===== src/pgr_pkg.sv =====
package pgr_pkg;

  // ==========================================================
  // register offsets
  localparam logic [7:0] PGR_OFF_UNLOCK_KEY   = 8'h0b;
  localparam logic [7:0] PGR_OFF_GOOD_STATUS  = 8'h0c;
  localparam logic [7:0] PGR_OFF_GOOD_CONTROL = 8'h0d;
  localparam logic [7:0] PGR_OFF_BUCK_ONE     = 8'h0e;

  // ==========================================================
  // key values and reset values
  localparam logic [7:0] PGR_UNLOCK_CODE      = 8'h7d;
  localparam logic [7:0] PGR_KEY_RESET        = 8'h00;
  localparam logic [7:0] PGR_STATUS_RESET     = 8'h00;
  localparam logic [1:0] PGR_DELAY_RESET      = 2'h0;
  localparam logic       PGR_MASK_RESET       = 1'b1;
  localparam logic       PGR_EXT_ADJ_RESET    = 1'b0;
  localparam logic [5:0] PGR_VCODE_RESET      = 6'h00; // code 0 is the lowest level
  // bus address of the device, value arbitrary
  localparam logic [6:0] PGR_BUS_ADDR         = 7'h2a;

  // ==========================================================
  // field positions
  localparam int PGR_BIT_LIN1_MASK  = 3;
  localparam int PGR_BIT_LIN2_MASK  = 2;
  localparam int PGR_BIT_EXT_ADJ    = 7;
  localparam int PGR_ST_LIN3        = 6;
  localparam int PGR_ST_LIN4        = 5;
  localparam int PGR_ST_BUCK1       = 4;
  localparam int PGR_ST_BUCK2       = 3;
  localparam int PGR_ST_BUCK3       = 2;
  localparam int PGR_ST_LIN1        = 1;
  localparam int PGR_ST_LIN2        = 0;

  // ==========================================================
  // timing
  localparam longint PGR_CLK_HZ     = 200000000;
  localparam longint PGR_DLY0_MS    = 20;
  localparam longint PGR_DLY1_MS    = 100;
  localparam longint PGR_DLY2_MS    = 200;
  localparam longint PGR_DLY3_MS    = 400;
  localparam logic [31:0] PGR_DLY0_CYC = 32'(PGR_DLY0_MS * PGR_CLK_HZ / 1000);
  localparam logic [31:0] PGR_DLY1_CYC = 32'(PGR_DLY1_MS * PGR_CLK_HZ / 1000);
  localparam logic [31:0] PGR_DLY2_CYC = 32'(PGR_DLY2_MS * PGR_CLK_HZ / 1000);
  localparam logic [31:0] PGR_DLY3_CYC = 32'(PGR_DLY3_MS * PGR_CLK_HZ / 1000);

  // ==========================================================
  // serial slave states
  typedef enum logic [6:0] {
    PGR_IDLE    = 7'b0000001,
    PGR_ADDR    = 7'b0000010,
    PGR_ADDR_AK = 7'b0000100,
    PGR_WR      = 7'b0001000,
    PGR_WR_AK   = 7'b0010000,
    PGR_RD      = 7'b0100000,
    PGR_RD_AK   = 7'b1000000
  } pgr_state_t;

endpackage


===== src/pgr_good_delay.sv =====
module pgr_good_delay
  import pgr_pkg::*;
(
  input  wire logic        core_clk,
  input  wire logic        rst_b,
  input  wire logic        all_good,
  input  wire logic [31:0] limit,
  output logic             good_out
);

  // ==========================================================
  // qualification counter
  logic [31:0] count;
  wire logic   reached = (count >= limit);

  // counter restarts whenever any watched status drops
  always_ff @(posedge core_clk) begin
    if (!rst_b) begin
      count    <= 32'h0;
      good_out <= 1'b0;
    end else if (!all_good) begin
      count    <= 32'h0;
      good_out <= 1'b0;
    end else begin
      if (!reached) begin
        count <= count + 32'h1;
      end
      good_out <= reached;
    end
  end

endmodule


===== src/pgr_regs.sv =====
module pgr_regs
  import pgr_pkg::*;
#(
  parameter logic [31:0] DLY0_CYC = PGR_DLY0_CYC,
  parameter logic [31:0] DLY1_CYC = PGR_DLY1_CYC,
  parameter logic [31:0] DLY2_CYC = PGR_DLY2_CYC,
  parameter logic [31:0] DLY3_CYC = PGR_DLY3_CYC
)
(
  input  wire logic       core_clk,
  input  wire logic       rst_b,
  input  wire logic       scl_in,
  input  wire logic       sda_in,
  output logic            sda_out,
  output logic            sda_oe,
  input  wire logic       lin_reg_one_good,
  input  wire logic       lin_reg_two_good,
  input  wire logic       lin_reg_three_good,
  input  wire logic       lin_reg_four_good,
  input  wire logic       load_switch_one,
  input  wire logic       load_switch_two,
  input  wire logic       buck_one_good,
  input  wire logic       buck_two_good,
  input  wire logic       buck_three_good,
  output logic            rails_good_pin,
  output logic            buck_one_external_adjust,
  output logic [5:0]      buck_one_voltage_code
);

  // ==========================================================
  // registers
  logic [7:0] unlock_key_value;
  logic       key_live;      // key was written in the previous transaction
  logic       key_in_txn;    // key written in the current transaction
  logic [7:0] rail_good_status;
  logic       lin_reg_one_good_mask;
  logic       lin_reg_two_good_mask;
  logic [1:0] good_pin_delay_sel;

  // ==========================================================
  // serial slave state
  pgr_state_t state;
  logic       scl_q;
  logic       sda_q;
  logic [2:0] bit_cnt;
  logic       byte_full;
  logic [7:0] shift;
  logic [7:0] tx;
  logic [7:0] ptr;
  logic       ptr_next_byte; // next written byte is the register pointer
  logic       master_nack;
  logic       txn_active;

  // ==========================================================
  // read decode, reserved bits come back as zero
  function automatic logic [7:0] read_reg(input logic [7:0] addr);
    case (addr)
      PGR_OFF_UNLOCK_KEY:   read_reg = unlock_key_value;
      PGR_OFF_GOOD_STATUS:  read_reg = rail_good_status;
      PGR_OFF_GOOD_CONTROL: read_reg = {4'h0, lin_reg_one_good_mask,
                                        lin_reg_two_good_mask, good_pin_delay_sel};
      PGR_OFF_BUCK_ONE:     read_reg = {buck_one_external_adjust, 1'b0,
                                        buck_one_voltage_code};
      default:              read_reg = 8'h00;
    endcase
  endfunction

  // ==========================================================
  // bus edges, inputs already synchronous to core_clk
  wire logic scl_rise  = scl_in & ~scl_q;
  wire logic scl_fall  = ~scl_in & scl_q;
  wire logic bus_start = scl_in & scl_q & sda_q & ~sda_in;
  wire logic bus_stop  = scl_in & scl_q & ~sda_q & sda_in;
  wire logic txn_end   = (bus_start | bus_stop) & txn_active;
  wire logic addr_hit  = (shift[7:1] == PGR_BUS_ADDR);
  wire logic byte_done = scl_fall & byte_full;
  wire logic wr_fire   = byte_done & (state == PGR_WR) & ~ptr_next_byte;
  wire logic is_prot   = (ptr == PGR_OFF_GOOD_CONTROL) | (ptr == PGR_OFF_BUCK_ONE);
  wire logic unlocked  = key_live & (unlock_key_value == PGR_UNLOCK_CODE);
  wire logic prot_wr   = wr_fire & is_prot & unlocked;
  wire logic key_wr    = wr_fire & (ptr == PGR_OFF_UNLOCK_KEY);

  // open-drain data line: only ever pulls low
  assign sda_out = 1'b0;
  assign sda_oe  = (state == PGR_ADDR_AK) | (state == PGR_WR_AK) |
                   ((state == PGR_RD) & ~tx[7]);

  // edge history for start, stop and clock edges
  always_ff @(posedge core_clk) begin
    if (!rst_b) begin
      scl_q <= 1'b1;
      sda_q <= 1'b1;
    end else begin
      scl_q <= scl_in;
      sda_q <= sda_in;
    end
  end

  // ==========================================================
  // serial slave: address, pointer, write data, read data
  always_ff @(posedge core_clk) begin
    if (!rst_b) begin
      state         <= PGR_IDLE;
      bit_cnt       <= 3'h0;
      byte_full     <= 1'b0;
      shift         <= 8'h00;
      tx            <= 8'h00;
      ptr           <= 8'h00;
      ptr_next_byte <= 1'b0;
      master_nack   <= 1'b0;
      txn_active    <= 1'b0;
    end else if (bus_start) begin
      state      <= PGR_ADDR;
      bit_cnt    <= 3'h0;
      byte_full  <= 1'b0;
      txn_active <= 1'b0;
    end else if (bus_stop) begin
      state      <= PGR_IDLE;
      txn_active <= 1'b0;
    end else begin
      case (state)
        PGR_ADDR, PGR_WR: begin
          if (scl_rise && !byte_full) begin
            shift     <= {shift[6:0], sda_in};
            bit_cnt   <= bit_cnt + 3'h1;
            byte_full <= (bit_cnt == 3'h7);
          end
          if (byte_done) begin
            byte_full <= 1'b0;
            if (state == PGR_ADDR) begin
              if (addr_hit) begin
                state         <= PGR_ADDR_AK;
                txn_active    <= 1'b1;
                ptr_next_byte <= ~shift[0];
                tx            <= read_reg(ptr);
              end else begin
                state <= PGR_IDLE; // not ours, wait for the next start
              end
            end else begin
              state         <= PGR_WR_AK;
              ptr_next_byte <= 1'b0;
              ptr           <= ptr_next_byte ? shift : ptr + 8'h01;
            end
          end
        end
        PGR_ADDR_AK: begin
          if (scl_fall) begin
            bit_cnt <= 3'h0;
            if (shift[0]) begin
              state <= PGR_RD;
              ptr   <= ptr + 8'h01;
            end else begin
              state <= PGR_WR;
            end
          end
        end
        PGR_WR_AK: begin
          if (scl_fall) begin
            state   <= PGR_WR;
            bit_cnt <= 3'h0;
          end
        end
        PGR_RD: begin
          if (scl_fall) begin
            tx      <= {tx[6:0], 1'b0};
            bit_cnt <= bit_cnt + 3'h1;
            if (bit_cnt == 3'h7) begin
              state <= PGR_RD_AK;
            end
          end
        end
        PGR_RD_AK: begin
          if (scl_rise) begin
            master_nack <= sda_in;
          end
          if (scl_fall) begin
            bit_cnt <= 3'h0;
            if (master_nack) begin
              state <= PGR_IDLE; // host is done, wait for stop
            end else begin
              state <= PGR_RD;
              tx    <= read_reg(ptr);
              ptr   <= ptr + 8'h01;
            end
          end
        end
        default: state <= PGR_IDLE;
      endcase
    end
  end

  // ==========================================================
  // unlock key: lives for one transaction after it was written,
  // and a protected write uses it up so only one gets through
  always_ff @(posedge core_clk) begin
    if (!rst_b) begin
      unlock_key_value <= PGR_KEY_RESET;
      key_live         <= 1'b0;
      key_in_txn       <= 1'b0;
    end else if (key_wr) begin
      unlock_key_value <= shift;
      key_in_txn       <= 1'b1;
      key_live         <= 1'b0;
    end else if (prot_wr) begin
      unlock_key_value <= PGR_KEY_RESET;
      key_live         <= 1'b0;
    end else if (txn_end) begin
      key_in_txn <= 1'b0;
      key_live   <= key_in_txn;
      if (!key_in_txn) begin
        unlock_key_value <= PGR_KEY_RESET;
      end
    end
  end

  // protected control registers, written only while unlocked
  always_ff @(posedge core_clk) begin
    if (!rst_b) begin
      lin_reg_one_good_mask    <= PGR_MASK_RESET;
      lin_reg_two_good_mask    <= PGR_MASK_RESET;
      good_pin_delay_sel       <= PGR_DELAY_RESET;
      buck_one_external_adjust <= PGR_EXT_ADJ_RESET;
      buck_one_voltage_code    <= PGR_VCODE_RESET;
    end else if (prot_wr && ptr == PGR_OFF_GOOD_CONTROL) begin
      lin_reg_one_good_mask <= shift[PGR_BIT_LIN1_MASK];
      lin_reg_two_good_mask <= shift[PGR_BIT_LIN2_MASK];
      good_pin_delay_sel    <= shift[1:0];
    end else if (prot_wr && ptr == PGR_OFF_BUCK_ONE) begin
      buck_one_external_adjust <= shift[PGR_BIT_EXT_ADJ];
      buck_one_voltage_code    <= shift[5:0];
    end
  end

  // ==========================================================
  // status sampling, bit 7 stays zero
  logic [7:0] next_status;
  always_comb begin
    next_status               = 8'h00;
    next_status[PGR_ST_LIN3]  = lin_reg_three_good | load_switch_one;
    next_status[PGR_ST_LIN4]  = lin_reg_four_good | load_switch_two;
    next_status[PGR_ST_BUCK1] = buck_one_good;
    next_status[PGR_ST_BUCK2] = buck_two_good;
    next_status[PGR_ST_BUCK3] = buck_three_good;
    next_status[PGR_ST_LIN1]  = lin_reg_one_good;
    next_status[PGR_ST_LIN2]  = lin_reg_two_good;
  end

  always_ff @(posedge core_clk) begin
    if (!rst_b) begin
      rail_good_status <= PGR_STATUS_RESET;
    end else begin
      rail_good_status <= next_status;
    end
  end

  // ==========================================================
  // good pin: masked statuses are forced good before the and
  wire logic all_good = rail_good_status[PGR_ST_LIN3] & rail_good_status[PGR_ST_LIN4] &
                        rail_good_status[PGR_ST_BUCK1] & rail_good_status[PGR_ST_BUCK2] &
                        rail_good_status[PGR_ST_BUCK3] &
                        (rail_good_status[PGR_ST_LIN1] | lin_reg_one_good_mask) &
                        (rail_good_status[PGR_ST_LIN2] | lin_reg_two_good_mask);
  wire logic [31:0] dly_limit = (good_pin_delay_sel == 2'h0) ? DLY0_CYC :
                                (good_pin_delay_sel == 2'h1) ? DLY1_CYC :
                                (good_pin_delay_sel == 2'h2) ? DLY2_CYC : DLY3_CYC;

  pgr_good_delay u_delay (
    .core_clk (core_clk),
    .rst_b    (rst_b),
    .all_good (all_good),
    .limit    (dly_limit),
    .good_out (rails_good_pin)
  );

endmodule


===== config.mk =====
export PLATFORM = sky130hd
export DESIGN_NAME = pgr_regs
export DESIGN_NICKNAME = d
export VERILOG_FILES = /design/src/pgr_pkg.sv /design/src/pgr_good_delay.sv /design/src/pgr_regs.sv
export SDC_FILE = /design/constraint.sdc
export NUM_CORES = 1
export LEC_CHECK = 0
export BUFFER_PORTS_ARGS = -buffer_cell sky130_fd_sc_hd__buf_4
export CAP_MARGIN = 5
export CORE_UTILIZATION = 50
export DETAILED_ROUTE_END_ITERATION = 12
export GPL_TIMING_DRIVEN = 0
export PLACE_DENSITY_LB_ADDON = 0.12
export SLEW_MARGIN = 20
export SYNTH_ARGS = -nofsm -noshare
export SYNTH_HDL_FRONTEND = slang
export SYNTH_HIERARCHICAL = 1
export SYNTH_SLANG_ARGS = --single-unit

===== constraint.sdc =====
create_clock -name core_clk -period 3.5 [get_ports core_clk]
set_input_delay 1.05 -clock core_clk [delete_from_list [all_inputs] [get_ports core_clk]]
set_output_delay 1.05 -clock core_clk [all_outputs]
set_load 0.005 [all_outputs]

## Word-level counts from Yosys, hierarchy flattened

Index checks and enable logic that the tools add are counted.

| operators by class | value |
|---|---|
| multiplexer cells | 47 |
| reductions and logical operators | 30 |
| add/sub/neg operators | 3 |
| $lt $le $gt $ge | 1 |
| eq/ne operators | 37 |
| bitwise operators | 41 |

Operators with widths:

| operator | count |
|---|---|
| $mux 8 | 17 |
| $mux 27 | 3 |
| $mux 7 | 7 |
| $pmux 8 s3 | 2 |
| $pmux 7 s5 | 1 |
| $add 32x1->32 const B | 1 |
| $eq 8x4->1 const B | 4 |
| $ge 32x27->1 | 1 |
| $pmux 8 s4 | 1 |
| $ne 2x2->1 const B | 12 |
| $and 1x1->1 | 22 |
| $ne 4x4->1 const B | 5 |
| $reduce_and 9->1 | 2 |
| $eq 7x6->1 const B | 2 |
| $mux 3 | 4 |
| $mux 6 | 2 |
| $reduce_and 4->1 | 3 |
| $reduce_and 6->1 | 2 |
| $reduce_bool 3->1 | 4 |
| $not 1->1 | 11 |
| $reduce_and 5->1 | 2 |
| $pmux 3 s3 | 1 |
| $reduce_or 3->1 | 3 |
| $add 8x1->8 const B | 1 |
| 23 further kinds | 46 |

| storage, ports and cells | value |
|---|---|
| bits in registers | 102 |
| input port bits | 13 |
| output and inout port bits | 10 |
| logic and storage cells | 183 |

## Logic depth before layout (Yosys ltp)

Gate-level depths: netlist of the first run.

| logic depth | value |
|---|---|
| depth after elaboration | 10 |
| mapped depth | 15 |
| gate-level depth less buffers | 13 |

## Cells and area by module

The synthesis of the first run kept the hierarchy.

By module, submodules not included:

| module | times used | sequential area each (um2) | cells each | area each (um2) |
|---|---|---|---|---|
| pgr_regs | 1 | 1361.3 | 412 | 3575.9 |
| pgr_good_delay | 1 | 660.6 | 318 | 2518.7 |

## Worst setup path after synthesis of the first run

Ideal clock, no wire load.

| path | value |
|---|---|
| kind | reg2reg |
| start point | reg good_pin_delay_sel[0] |
| end point | reg u_delay.count[22] |
| clock period less this slack | 3196 ps |
| library setup time | 115 ps |
| path slack | 304 ps |
| stages on the path, launching flop included | 16 |
| buffers on the path | 2 |
| data required time | 3385 ps |
| arrival | 3082 ps |
| path through | dfxtp_1 inv_1 ha_1 or2_2 inv_1 inv_1 ha_1 nand4_1 or4_4 or3_4 o221a_4 nand2_4 buf_6 buf_6 nor3_1 o21a_1 |

| on the way | value |
|---|---|
| elaborated cells on any way between the ends | 7 |
| classes of those cells | order compare: 1; eq/ne: 2; mux: 3; reduce/logical: 1 |

RTL lines:

| what | RTL line | text |
|---|---|---|
| start, declared | pgr_regs.sv:38 | `logic [1:0] good_pin_delay_sel;` |
| start signal, assigned | pgr_regs.sv:227 | `good_pin_delay_sel <= shift[1:0];` |
| $eq 2x1->1 | pgr_regs.sv:264 | `(good_pin_delay_sel == 2'h1) ? DLY1_CYC :` |
| $mux 27 | pgr_regs.sv:264 |  |
| $mux 27 (*) | pgr_regs.sv:263 | `wire logic [31:0] dly_limit = (good_pin_delay_sel == 2'h0) ? DLY0_CYC :` |
| named net dly_limit[19] | pgr_regs.sv:263 |  |
| $ge 32x27->1 (*) | pgr_good_delay.sv:14 | `wire logic reached = (count >= limit);` |
| end signal, assigned | pgr_good_delay.sv:26 | `count <= count + 32'h1;` |
| end, declared | pgr_good_delay.sv:13 | `logic [31:0] count;` |

Mark *: on every way through the listed nets, which the timed path passes. The rest lies on a longest branch.
A chain may end at the register's enable or synchronous reset.

## Worst setup path after layout of the first run

Ends and elaborated chain as after synthesis.

==> load_flow_metrics.sql, run 1 <==
INSERT INTO impl_metrics (metric_group, metric, value, unit) VALUES
('pwr', 'p_leak', '0.002838', 'µW'),
('global_route', 'grt_overflow', '0', ''),
('worst_hold_path', 'timing.hold.worst.start', 'tx[6]', ''),
('job', 'maxCapViolations', '0', ''),
('clock_network', 'cts.reportedPaths.clkPinSlew', '80', 'ps'),
('clock_network', 'clockBufferDepth', '2', ''),
('global_route', 'grt_util_all_layers', '26.59', '%'),
('worst_hold_path', 'hp-class', 'flip-flop to flip-flop', ''),
('synthesis', 'yosysWarnings', '6', ''),
('synthesis', 'postSynthCellCount', '730', ''),
('timing', 'clock-skew-final', '11.30', 'ps'),
('clock_network', 'clk_latency', '360', 'ps'),
('drt', 'route.detailed.vias_per_inst', '6.014', ''),
('drt', 'detail_route.wl_per_cell', '17.16', 'µm'),
('clock_network', 'tritoncts.num_buffers', '9', ''),
('die', 'floorplan.die_area', '12630', 'µm²'),
('clock_network', 'clock-sinks', '101', ''),
('setup_path', 'critPathMaxFanout', '10', ''),
('global_route', 'grt_pass1_vias', '5447', ''),
('synthesis', 'yosysTopAreaCellShare', '33.18', '%'),
('placement', 'i_o_buffers', '21', ''),
('layout', 'antenna_cells', '0', ''),
('synthesis', 'ys_ff_latch', '101', ''),
('status', 'status', 'completed', ''),
('drt', 'drtIter0Drc', '389', ''),
('layout', 'design.final.nets', '836', ''),
('die', 'core.rowCount', '39', ''),
('setup_path', 'critPathMaxStageDelay', '450', 'ps'),
('timing', 'worstMarginPinSlew', '631.5', 'ps'),
('die', 'core', '11660', 'µm²'),
('placement', 'gp_routability_congestion', '0.8670', ''),
('drt', 'routed_wl', '15.89', 'mm'),
('synthesis', 'synth-async-reset-ratio', '0', '%'),
('setup_path', 'critPathMostFrequentCell', 'inv_1', ''),
('setup_path', 'cp_cell_sequence', 'inv_1 -> ha_1 -> or2_2 -> inv_1 -> inv_1 -> ha_1 -> nand4_1 -> or4_4 -> or3_4 -> o221a_4 -> nand2_4 -> buf_6 -> buf_6 -> nor3_1 -> o21a_1', ''),
('setup_path', 'critPathLaunch', 'good_pin_delay_sel[0]', ''),
('synthesis', 'synth_fa_ha_area_share', '9.238', '%'),
('synthesis', 'synth_seq_area_share', '33.18', '%'),
('setup_path', 'criticalPathCategory', 'flip-flop to flip-flop', ''),
('global_route', 'wire_length_of_the_first_global_routing_pass', '26.57', 'mm'),
('global_route', 'grt_max_degree', '21', ''),
('die', 'die_w', '112.4', 'µm'),
('synthesis', 'synth_top_family_by_area', 'simple AND/OR/NAND/NOR gates', ''),
('clock_network', 'clock_tree_from_tritoncts', 'done', ''),
('timing', 'maxSlewHeadroom', '57.23', '%'),
('timing', 'timing_hold_violations_final', '0', ''),
('setup_path', 'data_arrival_time_of_the_worst_path', '3620', 'ps'),
('synthesis', 'post_synth_main_area_contributors', 'dfxtp_1 33%, ha_1 9.2%, nor2_1 4.8%', ''),
('setup_path', 'critPathLaunchType', 'flip-flop', ''),
('timing', 'post_layout_minimum_cycle_time', '3364', 'ps'),
('synthesis', 'synth.top_cells.by_count', '101 x dfxtp_1, 78 x nor2_1, 65 x nand2_1', ''),
('timing', 'fin_crit_sh', '96.11', '%'),
('placement', 'post-dp-hpwl', '11.73', 'mm'),
('setup_path', 'cp.required', '3760', 'ps'),
('drt', 'num_vias', '5569', ''),
('pwr', 'vdd.ir_drop.worst', '0.2949', 'mV'),
('clock_network', 'cts.htree.levels', '3', ''),
('global_route', 'grt_antenna_before_repair', '0', ''),
('synthesis', 'avgSynthCellArea', '8.349', 'µm²'),
('die', 'pin_count', '23', ''),
('pwr', 'report.power.total', '2322', 'µW'),
('synthesis', 'count_leader_synth', 'dfxtp_1', ''),
('drt', 'drc_errors', '0', ''),
('clock_network', 'clockRootBuffer', 'clkbuf_16', ''),
('layout', 'syn2layout_area_growth', '12.34', '%'),
('synthesis', 'synth_cell_type_count', '78', ''),
('timing', 'max_freq', '297.3', 'MHz'),
('synthesis', 'post_synthesis_cell_type_with_the_largest_combined_area', 'dfxtp_1', ''),
('synthesis', 'ys_dominant_reg_cell', 'dfxtp_1', ''),
('timing', 'final_number_of_max_transition_violations', '0', ''),
('pwr', 'power_per_standard_cell_area', '339.1', 'nW/µm²');
==> timing repair <==
action / CTS / global route
pin swaps: 0 / 1
hold buffers: 0 / 0
setup endpoints to repair: 13 / 20
cloned: 0 / 0
setup buffers: 0 / 3
resized for setup: 4 / 1
==> power breakdown <==
part           internal [µW]  switching (µW)  leakage, µW
clock                    580             502     0.000158
sequential              1150            5.07     0.000818
combinational           31.0            50.3      0.00186
total                   1760             558      0.00284
==> flip-flops by register name, summed over array words and instances (netlist names), 2 cells and up <==
register and flops:
buck_one_voltage_code 6, state 7, u_delay/count 32, tx 8, bit_cnt 3, good_pin_delay_sel 2
unlock_key_value 8, ptr 8, rail_good_status 7, shift 8
==> worst paths after layout <==
check	cells past startpoint	endpoint	slack [ps]
setup reg to reg	15	u_delay/count[22]	140
hold / removal	2	tx[6]	470
setup / recovery	15	u_delay/count[22]	140
hold reg to reg	2	tx[6]	470
==> area by class of cell <==
cell class / count / area (µm²) / share of cell area (%)
buffer: 35 / 201.4 / 2.942
timing repair buffer: 24 / 180.2 / 2.632
clock inverter: 7 / 100.1 / 1.462
clock buffer: 9 / 225.2 / 3.289
inverter: 46 / 172.7 / 2.522
tap: 143 / 178.9 / 2.613
sequential: 101 / 2029 / 29.64
multi-input combinational: 561 / 3759 / 54.90
==> layer usage <==
metal / GRT usage [%] / wire (µm)
met5: 0 / 0
met3: 6.102 / 763
met4: 9.067 / 320
met1: 31.01 / 6953
met2: 47.87 / 7848
==> metrics by stage <==
step,instance area (µm²),hold slack [ps],cells,setup slack (ps),setup TNS [ps]
detailed placement,6480,465.1,907,-107.0,-900.5
global route,6847,507.5,926,22.71,0
CTS,6822,475.8,923,17.58,0
global placement,6480,447.5,907,-27.26,-185.8
floorplan,6143,441.6,743,303.7,0
finish,6847,473.7,926,136.3,0
==> worst max-delay path, delay by kind of cell, from the launching register on <==
family	cells	cell delay [ps]
and+or+nand+nor	6	1420
adders and majority gates	2	510
buffers and inverters	5	500
AOI/OAI and AO/OA	2	440
DFF	1	380
==> logic make-up (layout without fill, tap and decap cells) <==
kind of cell	Yosys count	in the layout
simple gates	311	311
compound gates	145	145
flops	101	101
buf+inv	81	121
fa+ha+maj	45	45
mux	27	27
xor+xnor	19	19
other cells	1	14
==> cell usage in the layout (no fill, tap or decap), types with 6 or more instances in the layout <==
cell type / count
and4_1: 9
nand3_1: 25
and2_1: 10
nor3b_1: 7
o21ai_0: 13
nor2_1: 78
xnor2_1: 15
a21oi_1: 51
clkbuf_16: 9
nand4_1: 21
dfxtp_1: 99
mux2i_1: 26
or4_1: 7
conb_1: 14
nand2_1: 65
ha_1: 45
a211oi_1: 8
buf_4: 33
clkbuf_1: 16
nor4_1: 8
and3_1: 9
a22o_1: 7
inv_1: 46
o21ai_1: 6
o31ai_1: 7
nor3_1: 27
(Power assumes the default switching activity.)
==> run 2: changes to the inputs <==
--- a/config.mk
+++ b/config.mk
@@ -9,7 +9,6 @@
 export CAP_MARGIN = 5
 export CORE_UTILIZATION = 50
 export DETAILED_ROUTE_END_ITERATION = 12
-export GPL_TIMING_DRIVEN = 0
 export PLACE_DENSITY_LB_ADDON = 0.12
 export SLEW_MARGIN = 20
 export SYNTH_ARGS = -nofsm -noshare
==> constraint.sdc (replaced) <==
create_clock -name core_clk -period 4.04 [get_ports core_clk]
set_input_delay 0.202 -clock core_clk [delete_from_list [all_inputs] [get_ports core_clk]]
set_output_delay 0.202 -clock core_clk [all_outputs]
set_load 0.005 [all_outputs]
==> load_flow_metrics.sql, run 2 (synthesis results as in run 1) <==
INSERT INTO impl_metrics (metric_group, metric, value, unit) VALUES
('setup_path', 'critical_path.reg2reg.endpoint', 'u_delay/count[25]', ''),
('timing', 'maxSlewHeadroom', '47.45', '%'),
('timing', 'totalNegativeSetupSlack', '0', 'ps'),
('layout', 'largest_reg_flops', '32', ''),
('die', 'floorplan.die_area', '12630', 'µm²'),
('layout', 'final_cells', '891', ''),
('die', 'core', '11660', 'µm²'),
('clock_network', 'cts.htree.levels', '3', ''),
('drt', 'routed_wl', '15.10', 'mm'),
('placement', 'i_o_buffers', '21', ''),
('timing', 'rsz_0062_raised_after_global_routing', 'false', ''),
('global_route', 'grt_antenna_before_repair', '0', ''),
('placement', 'post-dp-hpwl', '10.98', 'mm'),
('global_route', 'wire_length_of_the_first_global_routing_pass', '24.98', 'mm'),
('setup_path', 'critPathMaxFanout', '15', ''),
('layout', 'most-common-layout-cells', '101 x dfxtp_1, 78 x nor2_1, 65 x nand2_1', ''),
('pwr', 'vdd.ir_drop.worst', '0.2704', 'mV'),
('die', 'core.rowCount', '39', ''),
('clock_network', 'tritoncts.num_buffers', '9', ''),
('timing', 'worstMarginPinSlew', '787.3', 'ps'),
('pwr', 'power_switching_share', '24.21', '%'),
('drt', 'final_antenna_net_count', '0', ''),
('placement', 'placedCellCount', '875', ''),
('drt', 'drtIter0Drc', '475', ''),
('pwr', 'power.switching', '464.9', 'µW'),
('worst_hold_path', 'holdPathEnd', 'rail_good_status[4]', ''),
('drt', 'detailedRoute.firstPassIterationCount', '7', ''),
('die', 'die_w', '112.4', 'µm'),
('setup_path', 'data_arrival_time_of_the_worst_path', '3770', 'ps'),
('layout', 'drive_gt1_share', '8.422', '%'),
('setup_path', 'cp.required', '4340', 'ps'),
('drt', 'detail_route.wl_per_cell', '16.95', 'µm'),
('clock_network', 'clockBufferDepth', '2', ''),
('drt', 'route.detailed.vias_per_inst', '6.052', ''),
('setup_path', 'r2r_cells', '14', ''),
('clock_network', 'cts.reportedPaths.clkPinSlew', '80', 'ps'),
('timing', 'final-setup-viol-count', '0', ''),
('worst_hold_path', 'hold_path_depth', '2', ''),
('die', 'die-height', '112.4', 'µm'),
('setup_path', 'critPathLaunchType', 'flip-flop', ''),
('timing', 'timing_hold_violations_final', '0', ''),
('setup_path', 'cp_cell_sequence', 'inv_1 -> ha_1 -> or2_2 -> inv_1 -> inv_1 -> ha_1 -> nand4_1 -> or4_4 -> or3_4 -> o221ai_2 -> buf_4 -> nor2_2 -> a211oi_1 -> a31o_1', ''),
('clock_network', 'clock-sinks', '101', ''),
('pwr', 'power_per_standard_cell_area', '291.6', 'nW/µm²'),
('pwr', 'p_leak', '0.002700', 'µW'),
('die', 'pin_count', '23', ''),
('global_route', 'grt_util_all_layers', '24.87', '%'),
('job', 'maxCapViolations', '0', ''),
('clock_network', 'post-cts-setup-buffers', '0', ''),
('die', 'start_util', '52.26', '%'),
('timing', 'post_layout_minimum_cycle_time', '3466', 'ps'),
('timing', 'final_number_of_max_transition_violations', '0', ''),
('setup_path', 'critPathMaxStageDelay', '540', 'ps'),
('layout', 'fillers', '1072', ''),
('pwr', 'intPower', '1455', 'µW'),
('layout', 'design.final.nets', '801', ''),
('global_route', 'grt_util_met2', '43.60', '%'),
('placement', 'gp_routability_congestion', '0.9029', ''),
('clock_network', 'clock_tree_from_tritoncts', 'done', ''),
('pwr', 'pwr-share-seq', '52.4', '%'),
('setup_path', 'criticalPathCategory', 'flip-flop to flip-flop', ''),
('global_route', 'global_route.peak_usage_layer', 'met2', ''),
('global_route', 'grt_overflow', '0', ''),
('global_route', 'groute.layer.met1.usage', '30.03', '%'),
('global_route', 'grt_pass1_vias', '5089', ''),
('timing', 'max_freq', '288.5', 'MHz'),
('timing', 'holdWs', '44.74', 'ps'),
('pwr', 'share_comb_of_total_power', '3.2', '%'),
('setup_path', 'reg2reg_from', 'good_pin_delay_sel[0]', ''),
('clock_network', 'clk_latency', '360', 'ps'),
('pwr', 'clock_power_share', '44.3', '%'),
('clock_network', 'ctsHoldBuffers', '0', ''),
('worst_hold_path', 'timing.hold.worst.start', 'buck_one_good', ''),
('layout', 'mostFrequentLayoutCell', 'dfxtp_1', ''),
('setup_path', 'rrSetupSlack', '570', 'ps'),
('setup_path', 'cpMaxStageDelayCell', 'or4_4', ''),
('global_route', 'grt.met3_usage', '5.616', '%'),
('layout', 'antenna_cells', '0', ''),
('global_route', 'grt_max_degree', '33', ''),
('clock_network', 'postCtsResizedCells', '0', ''),
('timing', 'fin_crit_sh', '85.79', '%'),
('layout', 'syn2layout_area_growth', '8.048', '%'),
('timing', 'clock-skew-final', '7.440', 'ps'),
('drt', 'num_vias', '5392', ''),
('drt', 'drc_errors', '0', ''),
('worst_hold_path', 'hp-class', 'primary input to flip-flop', ''),
('layout', 'max_flop_register', 'u_delay/count', ''),
('setup_path', 'crit_path_end_kind', 'flip-flop', ''),
('setup_path', 'critPathMostFrequentCell', 'inv_1', ''),
('clock_network', 'clockRootBuffer', 'clkbuf_16', ''),
('status', 'status', 'completed', '');
[run 2: per-layer routing]
layer  wire length (µm)  vias to the layer above  part of all wire, %
met5                  0                        -                    0
met4                288                        0                  1.9
met3                644                       21                  4.3
met2               7452                      151                   49
met1               6719                     2556                   44
li1                   -                     2664                    -
[run 2: worst max path at each step]
stage | from | slack, ps | to
final | good_pin_delay_sel[0] | 570 | u_delay/count[25]
after global routing | good_pin_delay_sel[0] | 430 | u_delay/count[25]
after CTS | good_pin_delay_sel[0] | 590 | u_delay/count[25]
after detailed placement | good_pin_delay_sel[0] | 600 | u_delay/count[25]
after global placement | good_pin_delay_sel[0] | 760 | u_delay/count[25]
after floorplan | good_pin_delay_sel[0] | 840 | u_delay/count[22]
[run 2: critical path, delay by kind of cell, from the launching register on]
family	cells	cell delay [ps]
flops	1	430
buf+inv	4	460
fa+ha+maj	2	510
simple gates	5	1440
compound gates	3	550
[run 2: layout make-up]
cell class,count,area [µm²],share of cell area (%)
sequential,101,2022,30.70
inverter,46,172.7,2.622
clock buffer,10,229.0,3.477
clock inverter,6,55.05,0.8360
timing repair buffer,24,180.2,2.736
multi-input combinational,561,3747,56.91
tap,143,178.9,2.717
[run 2: power by group through the flow]
stage | clock, µW | sequential (µW) | combinational [µW]
2_1_floorplan | 0 | 1030 | 43.5
3_3_place_gp | 0 | 1030 | 60.1
3_5_place_dp | 0 | 1030 | 61.6
4_1_cts | 868 | 1010 | 61.7
5_1_grt | 913 | 1010 | 70.1
6_report | 851 | 1010 | 62.3
[run 2: per-stage QoR]
| stage | worst slack [ps] | cell area [µm²] | total power (µW) | utilization (%) |
|---|---|---|---|---|
| finish | 574.1 | 6585 | 1920 | 56.46 |
| global route | 425.4 | 6585 | 1991 | 56.46 |
| CTS | 594.9 | 6585 | 1936 | 56.46 |
| detailed placement | 603.7 | 6301 | 1091 | 54.03 |
| global placement | 757.5 | 6301 | 1090 | 54.03 |
| floorplan | 843.7 | 6143 | 1070 | - |
